$ cat config.mk
export PLATFORM = sky130hd
export DESIGN_NAME = sbg_baud_gen
export DESIGN_NICKNAME = d
export VERILOG_FILES = /design/src/verilog/sbg_pkg.sv /design/src/verilog/sbg_baud_gen.sv /design/src/verilog/sbg_edge_sync.sv
export SDC_FILE = /design/constraint.sdc
export NUM_CORES = 1
export LEC_CHECK = 0
export ABC_CLOCK_PERIOD_IN_PS = 1900
export BUFFER_PORTS_ARGS = -buffer_cell sky130_fd_sc_hd__clkbuf_2
export CAP_MARGIN = 30
export CORE_MARGIN = 2
export CORE_UTILIZATION = 61
export CTS_BUF_LIST = sky130_fd_sc_hd__clkbuf_2
export DETAILED_ROUTE_END_ITERATION = 12
export GPL_ROUTABILITY_DRIVEN = 0
export PLACE_DENSITY = 0.83
export SETUP_SLACK_MARGIN = 0.3
export SLEW_MARGIN = 20
export SYNTH_ARGS = -nofsm -noshare
export SYNTH_HDL_FRONTEND = slang
export SYNTH_SLANG_ARGS = --single-unit
$ cat constraint.sdc
create_clock -name ref_clk -period 1.9 [get_ports ref_clk]
set_clock_uncertainty 0.05 [all_clocks]
set_input_delay 0 -clock ref_clk [delete_from_list [all_inputs] [get_ports ref_clk]]
set_output_delay 0 -clock ref_clk [all_outputs]
set_load 0.05 [all_outputs]
$ cat src/verilog/sbg_pkg.sv
// Notes on behaviour
// - The bit-period clock goes to both the receiver and the transmitter.
// - The source select picks the peripheral clock, the peripheral clock divided by a fixed factor, or the pin clock.
// - A 16-bit divisor from the divider register divides the selected source clock.
// - A divisor of zero stops all output clocks except in synchronous mode with the pin clock selected.
// - A divisor of one with no fraction in effect bypasses the divider so the selected clock passes undivided.
// - In asynchronous mode the divided clock is the receiver sampling clock and is divided again for the bit period.
// - In asynchronous mode the oversampling bit selects 8x sampling when set and 16x when cleared.
// - In asynchronous mode the bit rate is the selected clock over 8 times (2 minus oversampling bit) times divisor.
// - The port clock enable from the power manager gates operation, and a restart resumes exactly where it halted.
// - In synchronous mode the bit rate is the selected clock over the divisor alone.
// - In synchronous mode with the pin clock selected the pin clock is used directly and the divisor is ignored.
// - A nonzero fraction field adds eighths to the divisor in asynchronous normal mode only.
// - With the peripheral clock as source the serial clock output keeps a 50:50 duty cycle even for odd divisors.
package sbg_pkg;

  // Clock source select codes.
  localparam logic [1:0] SBG_SRC_PERIPH = 2'h0;
  localparam logic [1:0] SBG_SRC_DIV = 2'h1;
  localparam logic [1:0] SBG_SRC_EXT = 2'h3;

  // Fixed prescale factor of the divided peripheral clock source.
  localparam int SBG_FIXED_DIV = 8;

  // Port mode codes.
  localparam logic [3:0] SBG_MODE_NORMAL = 4'h0;
  localparam logic [3:0] SBG_MODE_SPI_MASTER = 4'he;
  localparam logic [3:0] SBG_MODE_SPI_SLAVE = 4'hf;

  // Last oversampling count for 16x and 8x sampling.
  localparam logic [3:0] SBG_OS16_LAST = 4'hf;
  localparam logic [3:0] SBG_OS8_LAST = 4'h7;

  // Special divisor values and counter reset values.
  localparam logic [15:0] SBG_CD_OFF = 16'h0000;
  localparam logic [15:0] SBG_CD_BYPASS = 16'h0001;
  localparam logic [15:0] SBG_CNT_RST = 16'h0000;
  localparam logic [3:0] SBG_OS_RST = 4'h0;
  localparam logic [2:0] SBG_FRAC_RST = 3'h0;

  // Fields of the port mode register and divider register that steer the generator.
  typedef struct packed {
    logic [3:0] port_mode;
    logic [1:0] clock_source_select;
    logic sync_mode;
    logic over;
    logic clk_out_en;
    logic [15:0] divisor_field;
    logic [2:0] fraction_field;
  } sbg_cfg_s;

  // Clock ticks handed to the receiver and the transmitter.
  typedef struct packed {
    logic rx_sample;
    logic rx_baud;
    logic tx_baud;
  } sbg_ticks_s;

endpackage

$ cat src/verilog/sbg_baud_gen.sv
`timescale 1ns/1ps
module sbg_baud_gen
  import sbg_pkg::*;
#(
  parameter int FIXED_DIV = SBG_FIXED_DIV
)
(
  // Clock and reset.
  input wire logic ref_clk,
  input wire logic reset_n,
  // Port clock enable from the power manager.
  input wire logic port_clk_en,
  // Configuration fields.
  input wire sbg_cfg_s cfg,
  // Serial clock pin.
  input wire logic sck_in,
  output logic sck_out,
  output logic sck_oe,
  // Clock ticks to receiver and transmitter.
  output sbg_ticks_s ticks,
  // Status.
  output logic gen_active
);

  localparam int PRE_W = (FIXED_DIV > 1) ? $clog2(FIXED_DIV) : 1;
  localparam logic [PRE_W-1:0] PRE_LAST = PRE_W'(FIXED_DIV - 1);

  logic [1:0] rst_sync_reg;
  logic rst_n;
  logic sck_rise;
  logic [PRE_W-1:0] pre_reg;
  logic [PRE_W-1:0] pre_next;
  logic src_tick;
  logic ext_direct;
  logic frac_on;
  logic [3:0] acc_sum;
  logic stretch;
  logic [15:0] last_cnt;
  logic [15:0] half_cnt;
  logic [15:0] div_cnt_reg;
  logic [15:0] div_cnt_next;
  logic [2:0] frac_reg;
  logic [2:0] frac_next;
  logic div_tick;
  logic [3:0] os_reg;
  logic [3:0] os_next;
  logic baud_tick;
  logic sample_reg;
  logic baud_reg;
  logic sck_hi_reg;
  logic sck_hi_next;
  logic sck_neg_reg;
  logic active_reg;
  logic odd_trim;

  // Reset is released through two flip-flops.
  always_ff @(posedge ref_clk or negedge reset_n) begin
    if (!reset_n) begin
      rst_sync_reg <= 2'h0;
    end else begin
      rst_sync_reg <= {rst_sync_reg[0], 1'b1};
    end
  end
  assign rst_n = rst_sync_reg[1];

  // Pin clock edges, valid only while the pin obeys its phase and ratio limits.
  sbg_edge_sync u_sck_sync (
    .clk(ref_clk),
    .rst_n(rst_n),
    .pin_in(sck_in),
    .level(),
    .rise(sck_rise),
    .fall()
  );

  // Fixed prescaler and source tick selection; nothing moves while the port clock is off.
  always_comb begin
    pre_next = pre_reg;
    if (port_clk_en) begin
      pre_next = (pre_reg == PRE_LAST) ? '0 : pre_reg + 1'b1;
    end
    case (cfg.clock_source_select)
      SBG_SRC_PERIPH: src_tick = port_clk_en;
      SBG_SRC_DIV: src_tick = port_clk_en && (pre_reg == PRE_LAST);
      SBG_SRC_EXT: src_tick = port_clk_en && sck_rise;
      default: src_tick = 1'b0;
    endcase
  end

  always_ff @(posedge ref_clk or negedge rst_n) begin
    if (!rst_n) begin
      pre_reg <= '0;
    end else begin
      pre_reg <= pre_next;
    end
  end

  // Fractional stretch: one extra source tick on each carry of the eighths accumulator.
  assign ext_direct = cfg.sync_mode && (cfg.clock_source_select == SBG_SRC_EXT);
  assign frac_on = (cfg.fraction_field != 3'h0) && !cfg.sync_mode && (cfg.port_mode == SBG_MODE_NORMAL);
  assign acc_sum = {1'b0, frac_reg} + {1'b0, cfg.fraction_field};
  assign stretch = frac_on && acc_sum[3];
  assign last_cnt = stretch ? cfg.divisor_field : cfg.divisor_field - 16'h0001;
  assign half_cnt = 16'((17'(cfg.divisor_field) + 17'h00001) >> 1);

  // Divisor counter.
  always_comb begin
    div_cnt_next = div_cnt_reg;
    frac_next = frac_reg;
    div_tick = 1'b0;
    if (ext_direct) begin
      div_tick = src_tick;
      div_cnt_next = SBG_CNT_RST;
    end else if (cfg.divisor_field == SBG_CD_OFF) begin
      div_cnt_next = SBG_CNT_RST;
      frac_next = SBG_FRAC_RST;
    end else if (cfg.divisor_field == SBG_CD_BYPASS && !frac_on) begin
      div_tick = src_tick;
      div_cnt_next = SBG_CNT_RST;
    end else if (src_tick) begin
      if (div_cnt_reg >= last_cnt) begin
        div_cnt_next = SBG_CNT_RST;
        div_tick = 1'b1;
        frac_next = frac_on ? acc_sum[2:0] : SBG_FRAC_RST;
      end else begin
        div_cnt_next = div_cnt_reg + 16'h0001;
      end
    end
  end

  // Oversampling divider: async divides the sampling clock by 8 or 16, sync passes it on.
  always_comb begin
    os_next = os_reg;
    baud_tick = 1'b0;
    if (cfg.sync_mode) begin
      os_next = SBG_OS_RST;
      baud_tick = div_tick;
    end else if (div_tick) begin
      if (os_reg >= (cfg.over ? SBG_OS8_LAST : SBG_OS16_LAST)) begin
        os_next = SBG_OS_RST;
        baud_tick = 1'b1;
      end else begin
        os_next = os_reg + 4'h1;
      end
    end
  end

  // Serial clock phase: high over the first half of each divisor period above one; a bypassed divisor toggles it on each tick.
  always_comb begin
    sck_hi_next = sck_hi_reg;
    if (ext_direct || cfg.divisor_field == SBG_CD_OFF) begin
      sck_hi_next = 1'b0;
    end else if (cfg.divisor_field == SBG_CD_BYPASS && !frac_on) begin
      sck_hi_next = div_tick ? ~sck_hi_reg : sck_hi_reg;
    end else if (src_tick) begin
      sck_hi_next = div_cnt_next < half_cnt;
    end
  end

  always_ff @(posedge ref_clk or negedge rst_n) begin
    if (!rst_n) begin
      div_cnt_reg <= SBG_CNT_RST;
      frac_reg <= SBG_FRAC_RST;
      os_reg <= SBG_OS_RST;
      sample_reg <= 1'b0;
      baud_reg <= 1'b0;
      sck_hi_reg <= 1'b0;
      active_reg <= 1'b0;
    end else begin
      div_cnt_reg <= div_cnt_next;
      frac_reg <= frac_next;
      os_reg <= os_next;
      sample_reg <= div_tick;
      baud_reg <= baud_tick;
      sck_hi_reg <= sck_hi_next;
      active_reg <= ext_direct || (cfg.divisor_field != SBG_CD_OFF);
    end
  end

  // Half-cycle copy that trims the long phase of an odd divisor.
  always_ff @(negedge ref_clk or negedge rst_n) begin
    if (!rst_n) begin
      sck_neg_reg <= 1'b0;
    end else begin
      sck_neg_reg <= sck_hi_reg;
    end
  end

  // Outputs; one bit-period tick feeds both directions.
  assign odd_trim = (cfg.clock_source_select == SBG_SRC_PERIPH) && cfg.divisor_field[0] &&
                    (cfg.divisor_field != SBG_CD_BYPASS);
  assign sck_out = odd_trim ? (sck_hi_reg & sck_neg_reg) : sck_hi_reg;
  assign sck_oe = cfg.sync_mode && cfg.clk_out_en && (cfg.clock_source_select != SBG_SRC_EXT);
  assign ticks.rx_sample = sample_reg;
  assign ticks.rx_baud = baud_reg;
  assign ticks.tx_baud = baud_reg;
  assign gen_active = active_reg;

  logic div8_hold;
  assign div8_hold = port_clk_en && cfg.sync_mode && (cfg.clock_source_select == SBG_SRC_DIV) &&
                     (cfg.divisor_field == SBG_CD_BYPASS);
endmodule

$ cat src/verilog/sbg_edge_sync.sv
`timescale 1ns/1ps
module sbg_edge_sync
  import sbg_pkg::*;
(
  // Clock and synchronised reset.
  input wire logic clk,
  input wire logic rst_n,
  // Asynchronous pin.
  input wire logic pin_in,
  // Synchronised level and edge pulses.
  output logic level,
  output logic rise,
  output logic fall
);

  logic [2:0] sync_reg;
  logic [2:0] sync_next;

  // Two stages resolve metastability, the third holds the previous level for edge detection.
  always_comb begin
    sync_next = {sync_reg[1:0], pin_in};
  end

  always_ff @(posedge clk or negedge rst_n) begin
    if (!rst_n) begin
      sync_reg <= 3'h0;
    end else begin
      sync_reg <= sync_next;
    end
  end

  // Only the second and third stages are looked at.
  assign level = sync_reg[1];
  assign rise = sync_reg[1] & ~sync_reg[2];
  assign fall = ~sync_reg[1] & sync_reg[2];

endmodule

==> results.yml, run 1 <==
grt:
  grt_first_pass_wirelength_mm: 17.83
  grt.overflow.total: 0
  grt_pass1_vias: 3753
  antenna_found_initial: 0
  track_usage_pct: 38.69
  grt_max_degree: 34
floorplanning:
  die_height_um: 76.69
  start_util_pct: 63.11
  die-area_sq_um: 5881
  die_w_um: 76.69
  core_sq_um: 5107
  rows: 26
  pin_count: 38
cells_and_area:
  seq_area_sq_um: 902.1
  largest_reg_flops: 16
  stdcell_area_sq_um: 4725
  fillCellCount: 174
  syn2layout_area_growth_pct: 46.58
  multi_input_area_sq_um: 2522
  fin_util_pct: 92.50
  antennaDiodeCount: 0
  final_nets: 576
  drive_above_1_share_pct: 44.22
yosys:
  syn_nets: 434
  synth_cells: 359
  ys_seq_area_share_pct: 27.95
  synth_ff_type: "dfrtp_1"
  ys_seq_elements: 36
  synth_edf_count: 0
  ys_types: 58
  synth_area_sq_um: 3223
  ys_warn_count: 0
  syn_avg_cell_area_sq_um: 8.978
  async_flop_share_pct: 100.0
routing:
  drt-total-wl_mm: 14.93
  met1Wirelength_mm: 4.556
  drtIter0Drc: 619
  maxUsedRoutingLayer: "met4"
  wire_per_inst_um: 26.09
  num_vias: 4098
  drt_first_pass_iters: 5
  drcViolationCount: 0
  wl_met2_mm: 6.422
  wl_met3_mm: 1.988
  vias_per_cell: 7.164
  detail-route-antenna-nets: 0
sta:
  period_needed_ns: 5.517
  timing.final.crit_share_pct: 290.4
  relSlewSlack_pct: 61.02
  fmax_ghz: 0.1812
  hold_slack_ns: -0.1167
  tightest_slew_ns: 0.5805
  setup_viol: 27
  finalMaxSlewViolations: 0
  hold_violations: 1
  final.setup.worst_slack_ns: -3.617
  rsz0062_at_grt: "yes"
placed_design:
  postPlaceCellArea_sq_um: 4168
  io_buffers: 37
  dp_hpwl_mm: 7.460
clocking:
  clkTransAtPathRegs_ns: 0.23
  cts_buffers: 5
  cts_hold_buf: 7
  root_buffer: "clkbuf_2"
  worstSkewPairLatency_ns: 0.43
  clockBufferDepth: 2
  cts_tree: "done"
  h-tree-depth: 2
  cts_num_sinks: 36
outcome:
  status: "finished with violations"
  violations: "hold timing, setup timing"
setup_path:
  path_max_fanout: 7
  reg2reg_depth: 23
  slowest_delay_ns: 0.44
  worst_r2r_endpoint: "sck_hi_reg"
  start_kind: "register"
  cp.arrival_ns: 5.82
  r2r_slack_ns: -3.62
  regToRegStartpoint: "frac_reg[1]"
  cp_slowest_cell: "dfrtp_1"
  end_kind: "register"
  critPathKind: "register to register"
  cpMostUsedCell: "o21ai_2"
  worst-endpoint-required_ns: 2.20
  path_delay_family: "simple AND/OR/NAND/NOR gates"
  crit_chain: "ha_1, a21o_1, a21oi_2, and2b_2, or3_4, or4_4, xor2_1, ha_1, buf_4, a21oi_2, o21a_1, nor3_2, nor4b_4, o21ai_2, buf_6, nor2_2, ha_2, o21ai_2, o21ai_2, a221oi_4, nor2b_2, o21ai_1, o221ai_1"
  path_buf_inv: 2
min_path:
  hold_depth: 3
  min_from: "cfg[0]"
  hold_end: "frac_reg[0]"
  hold_path.class: "input port to register"
power:
  leakage_nw: 2.222
  seqPwrFrac_pct: 38.3
  power_density_nw_per_um2: 484.7
  p_sw_share_pct: 37.02
  p_int_mw: 1.442
  p_clk_share_pct: 23.9
  switching_power_uw: 847.7
  pwr-share-comb_pct: 37.8
  vdd_drop_max_v: 0.0005727
job:
  max_cap_violations: 0
stage by stage:
step	TNS, ns	power, mW	worst slack (ns)	hold slack, ns	cells
floorplan	-50.98	1.231	-3.012	-0.3456	359
global placement	-53.31	1.517	-3.124	-0.2648	544
detailed placement	-56.67	1.565	-3.283	-0.2632	544
CTS	-57.62	2.116	-3.240	-0.1130	564
global route	-65.07	2.361	-3.791	-0.1313	572
finish	-62.61	2.290	-3.617	-0.1167	572
power groups by stage:
stage	sequential, mW	combinational (mW)	clock [mW]
floorplan	0.895	0.336	0
global placement	0.878	0.639	0
detailed placement	0.884	0.681	0
global route	0.882	0.906	0.573
finish	0.877	0.865	0.548
CTS	0.871	0.717	0.528
worst register-to-register path: cells and delay by family (launching register included):
family / cells / cell delay [ns]
xor+xnor: 1 / 0.17
fa+ha+maj: 3 / 0.92
flops: 1 / 0.44
simple gates: 7 / 1.93
buf+inv: 2 / 0.31
compound gates: 10 / 1.60
per-layer routing:
layer	track usage, %	vias up
met5	0	-
met4	31.27	0
met3	8.235	219
met2	65.88	483
met1	41.13	1822
li1	-	1574
cells by family (layout without fill, tap and decap cells):
logic type,count (synthesis),count (layout),synth area share (%)
AND/OR/NAND/NOR,146,146,25.43
AO/OA/AOI/OAI,58,58,12.38
adder cells (fa/ha/maj),43,43,16.93
XOR/XNOR,43,43,11.69
flip-flops,36,36,27.95
buffers and inverters,30,173,4.813
multiplexers,2,2,0.6987
other,1,1,0.1163
final cells by class:
class / instances / share of cell area, %
repair buffers: 149 / 22.96
inverters: 16 / 1.271
flip-flops and latches: 36 / 19.09
clock inverters: 3 / 0.9004
clock buffers: 5 / 0.5297
multi-input cells: 293 / 53.39
well taps: 70 / 1.854
Yosys cell counts, types with 4 or more instances:
master   count  share of area (%)
xnor2_1     15                4.1
dfrtp_1     35                 27
nand2_1     29                3.4
a21oi_1     14                2.2
ha_1        42                 16
xor2_1      28                7.6
nand3_1     17                2.6
buf_2        4               0.62
a21o_1       6                1.4
or3_1        4               0.78
and3_1       9                1.7
nand4_1     11                2.1
nor2_1      35                4.1
buf_4        4               0.93
o21ai_0     11                1.7
inv_1       15                1.7
nor3_1      10                1.6
worst max-delay path by stage:
| stage | startpoint | end | slack, ns | cells past startpoint |
|---|---|---|---|---|
| floorplan | frac_reg[1] | sck_hi_reg | -3.01 | 22 |
| global placement | frac_reg[1] | sck_hi_reg | -3.12 | 22 |
| finish | frac_reg[1] | sck_hi_reg | -3.62 | 23 |
| detailed placement | frac_reg[1] | sck_hi_reg | -3.28 | 23 |
| global route | frac_reg[1] | sck_hi_reg | -3.79 | 23 |
| CTS | frac_reg[1] | sck_hi_reg | -3.24 | 21 |
placed cells by master, fill, tap and decap left out, types with 3 or more instances in the layout:
master / count
a21o_1: 6
a21oi_1: 7
a21oi_2: 5
a22o_1: 3
and3_1: 9
buf_4: 98
buf_6: 7
clkbuf_2: 41
dfrtp_1: 34
dlygate4sd3_1: 7
ha_1: 36
ha_4: 4
inv_1: 15
nand2_1: 27
nand3_1: 16
nand4_1: 11
nor2_1: 25
nor2_2: 4
nor2_4: 6
nor3_1: 8
nor4_4: 5
o211ai_1: 3
o21ai_0: 3
o21ai_1: 4
o21ai_2: 5
or3_4: 4
or4_4: 4
xnor2_1: 15
xor2_1: 28
repair_timing:
action                                  CTS  global route
gates resized for setup                  17            53
endpoints found under the setup margin   28            28
setup buffers                             5             8
cloned                                    0             0
hold endpoints to repair                 10             1
pin swaps                                11            32
Power figures use the tool's default switching activity.
==> run 2: changes to the inputs <==
--- a/config.mk
+++ b/config.mk
@@ -13,9 +13,10 @@
 export CTS_BUF_LIST = sky130_fd_sc_hd__clkbuf_2
 export DETAILED_ROUTE_END_ITERATION = 12
 export GPL_ROUTABILITY_DRIVEN = 0
-export PLACE_DENSITY = 0.83
+export PLACE_DENSITY = 0.89
 export SETUP_SLACK_MARGIN = 0.3
 export SLEW_MARGIN = 20
 export SYNTH_ARGS = -nofsm -noshare
 export SYNTH_HDL_FRONTEND = slang
+export SYNTH_HIERARCHICAL = 1
 export SYNTH_SLANG_ARGS = --single-unit
==> results.yml, run 2 <==
outcome:
  status: "aborted with a tool error"
  failed_stage: "5_1_grt"
  error: "[ERROR GRT-0232] Routing congestion too high. Check the congestion heatmap in the GUI."
yosys:
  synth_area_sq_um: 3133
  syn_nets: 437
  syn_avg_cell_area_sq_um: 8.655
  synth_cells: 362
  ys_warn_count: 6
floorplanning:
  start_util_pct: 62.13
  die_w_um: 75.67
  pin_count: 38
  die_height_um: 75.67
  rows: 26
grt:
  grt.overflow.total: 2
  grt_max_degree: 34
  track_usage_pct: 67.99
clocking:
  cts_buffers: 5
  h-tree-depth: 2
  cts_num_sinks: 36
  clockBufferDepth: 2
  root_buffer: "clkbuf_2"
sta:
  worst_path_end_type: "register data pin"
  crit_endpoint: "sck_hi_reg$_DFFE_PN0P_/D"
placed_design:
  dp_hpwl_mm: 7.763
  io_buffers: 37
## run 2: repair_timing
item | in CTS
setup endpoints to repair | 28
hold endpoints to repair | 11
gates resized for setup | 46
pin swaps | 31
buffers inserted | 9
gates cloned | 1
hold buffers | 5
## run 2: per-layer routing
layer / global-route usage, % / GRT overflow
met5: 9.259 / 0
met4: 66.28 / 1
met3: 49.87 / 0
met2: 86.47 / 1
met1: 69.50 / 0
## run 2: through the flow
stage               worst slack, ns  instances  hold WS (ns)  util, %  area, sq um
floorplan                    -2.399        362       -0.3456        -         3201
CTS                          -2.559        569       0.01560    89.55         4516
detailed placement           -2.827        546       -0.2620    80.94         4081
global placement             -2.587        546       -0.2648    80.94         4081
==> run 3: changes to the inputs <==
--- a/config.mk
+++ b/config.mk
@@ -9,12 +9,10 @@
 export BUFFER_PORTS_ARGS = -buffer_cell sky130_fd_sc_hd__clkbuf_2
 export CAP_MARGIN = 30
 export CORE_MARGIN = 2
-export CORE_UTILIZATION = 61
-export CTS_BUF_LIST = sky130_fd_sc_hd__clkbuf_2
+export CORE_UTILIZATION = 40
 export DETAILED_ROUTE_END_ITERATION = 12
 export GPL_ROUTABILITY_DRIVEN = 0
-export PLACE_DENSITY = 0.89
-export SETUP_SLACK_MARGIN = 0.3
+export PLACE_DENSITY_LB_ADDON = 0.15
 export SLEW_MARGIN = 20
 export SYNTH_ARGS = -nofsm -noshare
 export SYNTH_HDL_FRONTEND = slang
==> results.yml, run 3 <==
clocking:
  cts_num_sinks: 36
  clockBufferDepth: 2
  cts_tree: "done"
  clkTransAtPathRegs_ns: 0.08
  worstSkewPairLatency_ns: 0.29
  root_buffer: "clkbuf_8"
  cts_buffers: 5
  h-tree-depth: 2
floorplanning:
  start_util_pct: 40.97
  die-area_sq_um: 8556
  pin_count: 38
  die_height_um: 92.50
  rows: 32
  die_w_um: 92.50
  core_sq_um: 7647
sta:
  setup_tns_ns: -44.30
  period_needed_ns: 4.516
  timing.final.crit_share_pct: 237.7
  rsz0062_at_grt: "yes"
  final.setup.worst_slack_ns: -2.616
  hold_violations: 0
  finalMaxSlewViolations: 0
  fmax_ghz: 0.2214
  setup_viol: 27
  hold_slack_ns: 0.09055
cells_and_area:
  fin_cells: 610
  syn2layout_area_growth_pct: 49.40
  final_common_cell: "buf_4"
  drive_above_1_share_pct: 40.35
  antennaDiodeCount: 0
  final_nets: 582
  seq_area_sq_um: 902.1
  fillCellCount: 659
  layout_common_cells: "buf_4, ha_1, nand2_1, clkbuf_2, dfrtp_1"
  largest_reg_flops: 16
  multi_input_area_sq_um: 2391
setup_path:
  path_max_fanout: 6
  r2r_slack_ns: -2.62
  worst_r2r_endpoint: "sck_hi_reg"
  critPathKind: "register to register"
  cp.arrival_ns: 4.70
  start_kind: "register"
  worst-endpoint-required_ns: 2.09
  regToRegStartpoint: "frac_reg[2]"
  reg2reg_depth: 23
  end_kind: "register"
routing:
  wl_met3_um: 290
  vias_per_cell: 5.131
  drcViolationCount: 0
  met1Wirelength_mm: 4.182
  wl_met2_mm: 4.350
  wire_per_inst_um: 14.67
  maxUsedRoutingLayer: "met4"
  num_vias: 3130
  drt_first_pass_iters: 4
  detail-route-antenna-nets: 0
  drt-total-wl_mm: 8.950
  drtIter0Drc: 156
placed_design:
  dp_cells: 586
  io_buffers: 37
  dp_hpwl_mm: 6.995
yosys:
  ys_warn_count: 6
  syn_nets: 437
  syn_avg_cell_area_sq_um: 8.655
  synth_area_sq_um: 3133
  synth_cells: 362
outcome:
  violations: "setup timing"
  status: "finished with violations"
min_path:
  hold_path.class: "input port to register"
  hold_end: "pre_reg[1]"
  min_from: "port_clk_en"
  hold_depth: 3
grt:
  track_usage_pct: 22.53
  grt.overflow.total: 0
  antenna_found_initial: 0
  grt_first_pass_wirelength_mm: 15.23
  grt_pass1_vias: 3245
  grt_max_degree: 34
job:
  max_cap_violations: 0
power:
  power_density_nw_per_um2: 516.0
  leakage_nw: 2.197
  vdd_drop_max_v: 0.0004709
  power.total_mw: 2.415
[run 3: timing repair]
action,CTS,global route
resized for setup,45,23
buffers inserted,24,9
endpoints found under the setup margin,27,27
hold endpoints to repair,4,0
pin swaps,32,21
gates cloned,1,0
hold buffers,5,0
[run 3: worst max-delay path by stage]
stage	startpoint	depth (start not counted)	end	slack, ns
6_report	frac_reg[2]	23	sck_hi_reg	-2.62
5_1_grt	frac_reg[1]	21	sck_hi_reg	-2.89
4_1_cts	frac_reg[1]	22	sck_hi_reg	-2.50
3_5_place_dp	frac_reg[1]	22	sck_hi_reg	-2.73
3_3_place_gp	frac_reg[1]	22	sck_hi_reg	-2.60
2_1_floorplan	frac_reg[1]	22	sck_hi_reg	-2.40
[run 3: final cells by class]
class	count	share of cell area (%)
Clock buffer	8	2.138
Inverter	17	1.363
Multi-Input combinational cell	297	51.08
Sequential cell	36	19.27
Tap cell	102	2.727
Timing Repair Buffer	150	23.42
[run 3: critical path, cell delays in order, from the launching register on]
cell and delay [ns]:
dfrtp_1 0.39, ha_1 0.29, nor2b_1 0.14, o21ai_2 0.27
buf_4 0.17, and3_4 0.23, buf_4 0.13, nand2b_1 0.06
xor2_1 0.15, ha_1 0.29, nand2_1 0.07, nor4_2 0.33
o31ai_2 0.13, o211a_1 0.19, o2111ai_4 0.27, buf_6 0.17
nor2_4 0.04, ha_4 0.21, a21o_1 0.17, a21o_1 0.16
a21oi_2 0.13, nand4_1 0.11, a31oi_1 0.18, o21a_1 0.13
[run 3: power by group]
group | leakage (nW) | switching, mW | internal [mW]
sequential | 0.473 | 0.0456 | 0.846
clock | 0.0515 | 0.281 | 0.331
combinational | 1.67 | 0.447 | 0.464
total | 2.20 | 0.774 | 1.64
[run 3: layer usage]
layer  vias up  GRT usage (%)
met5         -              0
met4         0          7.090
met3        11          3.824
met2        53          38.50
met1      1486          28.99
li1       1580              -
[run 3: metrics by stage]
| stage | setup slack (ns) | area [sq um] | utilization [%] |
|---|---|---|---|
| after floorplan | -2.399 | 3201 | - |
| after global placement | -2.601 | 4182 | 54.68 |
| after detailed placement | -2.732 | 4182 | 54.68 |
| after CTS | -2.499 | 4619 | 60.41 |
| after global routing | -2.888 | 4681 | 61.21 |
| final | -2.616 | 4681 | 61.21 |
==> run 4: changes to the inputs <==
--- a/config.mk
+++ b/config.mk
@@ -8,8 +8,7 @@
 export ABC_CLOCK_PERIOD_IN_PS = 1900
 export BUFFER_PORTS_ARGS = -buffer_cell sky130_fd_sc_hd__clkbuf_2
 export CAP_MARGIN = 30
-export CORE_MARGIN = 2
-export CORE_UTILIZATION = 40
+export CORE_UTILIZATION = 39
 export DETAILED_ROUTE_END_ITERATION = 12
 export GPL_ROUTABILITY_DRIVEN = 0
 export PLACE_DENSITY_LB_ADDON = 0.15
==> results.yml, run 4 (synthesis results as in run 3) <==
clocking:
  cts_tree: "done"
  clkTransAtPathRegs_ns: 0.09
  worstSkewPairLatency_ns: 0.30
  cts_num_sinks: 36
  h-tree-depth: 2
  cts_buffers: 5
  root_buffer: "clkbuf_8"
  clockBufferDepth: 2
cells_and_area:
  antennaDiodeCount: 0
  final_common_cell: "buf_4"
  stdcell_area_sq_um: 4574
  final_nets: 573
  drive_above_1_share_pct: 37.47
  largest_reg_flops: 16
  syn2layout_area_growth_pct: 46.01
  layout_common_cells: "buf_4, ha_1, clkbuf_2"
routing:
  detail-route-antenna-nets: 0
  wire_per_inst_um: 14.66
  drt_first_pass_iters: 4
  num_vias: 3088
  drtIter0Drc: 113
  drcViolationCount: 0
  vias_per_cell: 5.138
  drt-total-wl_mm: 8.811
sta:
  finalMaxSlewViolations: 0
  setup_viol: 27
  timing.final.crit_share_pct: 237.5
  fmax_ghz: 0.2216
  tightest_slew_ns: 0.5222
  hold_violations: 0
  rsz0062_at_grt: "yes"
  period_needed_ns: 4.512
  relSlewSlack_pct: 65.03
  final.setup.worst_slack_ns: -2.612
  setup_tns_ns: -42.93
power:
  power_density_nw_per_um2: 548.4
  vdd_drop_max_v: 0.0004106
  leakage_nw: 2.160
  power.total_mw: 2.509
floorplanning:
  pin_count: 38
  rows: 32
  die-area_sq_um: 8396
  die_height_um: 91.63
  die_w_um: 91.63
  start_util_pct: 40.34
  core_sq_um: 7767
grt:
  antenna_found_initial: 0
  grt_max_degree: 34
  grt_first_pass_wirelength_mm: 14.86
  grt_pass1_vias: 3188
  grt.overflow.total: 0
  track_usage_pct: 22.43
setup_path:
  crit_chain: "ha_1, a21oi_1, nor2b_1, o21ai_2, buf_4, nand2_4, or3_4, xor2_1, ha_1, nand2_1, nor4_2, o31ai_2, o211a_1, o2111ai_4, buf_12, nor2_1, ha_1, a211oi_2, and2_1, o31ai_1, nand4_1, o21a_1"
  path_delay_family: "compound AO/OA/AOI/OAI gates"
  cpMostUsedCell: "ha_1"
  end_kind: "register"
  path_max_fanout: 8
  slowest_delay_ns: 0.39
  critPathKind: "register to register"
  path_buf_inv: 2
  start_kind: "register"
  worst-endpoint-required_ns: 2.04
  cp.arrival_ns: 4.66
  cp_slowest_cell: "dfrtp_1"
placed_design:
  postPlaceCellArea_sq_um: 4136
  dp_hpwl_mm: 6.870
  io_buffers: 37
min_path:
  hold_path.class: "input port to register"
outcome:
  violations: "setup timing"
  status: "finished with violations"
job:
  max_cap_violations: 0
run 4: cell count changes in the layout (fill, tap and decap cells not counted), moves of 4 or more:
cell     previous run  this run
nor2_2              6         1
buf_4             100        95
a21oi_2             7         3
buf_6               8         3
nor2_1             18        22
a21oi_1             9        13
run 4: final timing paths:
| check | start | endpoint | slack (ns) | depth (start not counted) |
|---|---|---|---|---|
| max in group asynchronous | rst_sync_reg[1] | sck_neg_reg | 0.85 | 0 |
| min | port_clk_en | pre_reg[1] | 0.07 | 3 |
| min in group asynchronous | rst_sync_reg[1] | div_cnt_reg[1] | 0.28 | 1 |
| min reg2reg | rst_sync_reg[1] | div_cnt_reg[1] | 0.28 | 1 |
| max reg2reg | frac_reg[1] | sck_hi_reg | -2.61 | 22 |
| max | frac_reg[1] | sck_hi_reg | -2.61 | 22 |
run 4: through the flow:
step	instances	hold WS (ns)	worst slack (ns)	util, %
CTS	599	0.06982	-2.500	57.59
global route	601	0.07327	-2.832	58.89
global placement	580	-0.2631	-2.597	53.25
floorplan	362	-0.3456	-2.399	-
detailed placement	580	-0.2594	-2.682	53.25
finish	601	0.06526	-2.612	58.89
run 4: layout make-up:
type | instances | area [sq um]
fillers | 694 | 3193
multi-input cells | 297 | 2347
repair buffers | 141 | 1022
flip-flops and latches | 36 | 902.1
well taps | 102 | 127.6
clock buffers | 5 | 68.82
inverters | 17 | 63.81
clock inverters | 3 | 42.54
run 4: report_power, final:
| group | internal, mW | leakage [nW] | switching [mW] | total [mW] |
|---|---|---|---|---|
| clock network | 0.389 | 0.0541 | 0.311 | 0.700 |
| registers | 0.846 | 0.473 | 0.0508 | 0.896 |
| logic | 0.467 | 1.63 | 0.446 | 0.913 |
run 4: timing repair:
item / CTS / global route
pin swaps: 21 / 19
endpoints found under the setup margin: 27 / 27
cloned: 1 / 0
resized for setup: 22 / 26
setup buffers: 7 / 5
hold buffers: 4 / 0
hold endpoints to repair: 5 / 0
run 4: layer usage:
layer,global-route usage (%),part of all wire [%],vias up
met1,28.64,47,1458
met2,39.60,49,58
met4,5.952,1.8,0
met3,2.985,2.8,12
met5,0,0,-
li1,-,-,1560
run 4: worst reg2reg max path, cell delays in order (launching register included):
cell,delay (ns)
dfrtp_1,0.39
ha_1,0.28
a21oi_1,0.13
nor2b_1,0.07
o21ai_2,0.26
buf_4,0.18
nand2_4,0.05
or3_4,0.33
xor2_1,0.15
ha_1,0.27
nand2_1,0.07
nor4_2,0.31
o31ai_2,0.12
o211a_1,0.18
o2111ai_4,0.28
buf_12,0.18
nor2_1,0.07
ha_1,0.31
a211oi_2,0.07
and2_1,0.16
o31ai_1,0.24
nand4_1,0.11
o21a_1,0.18
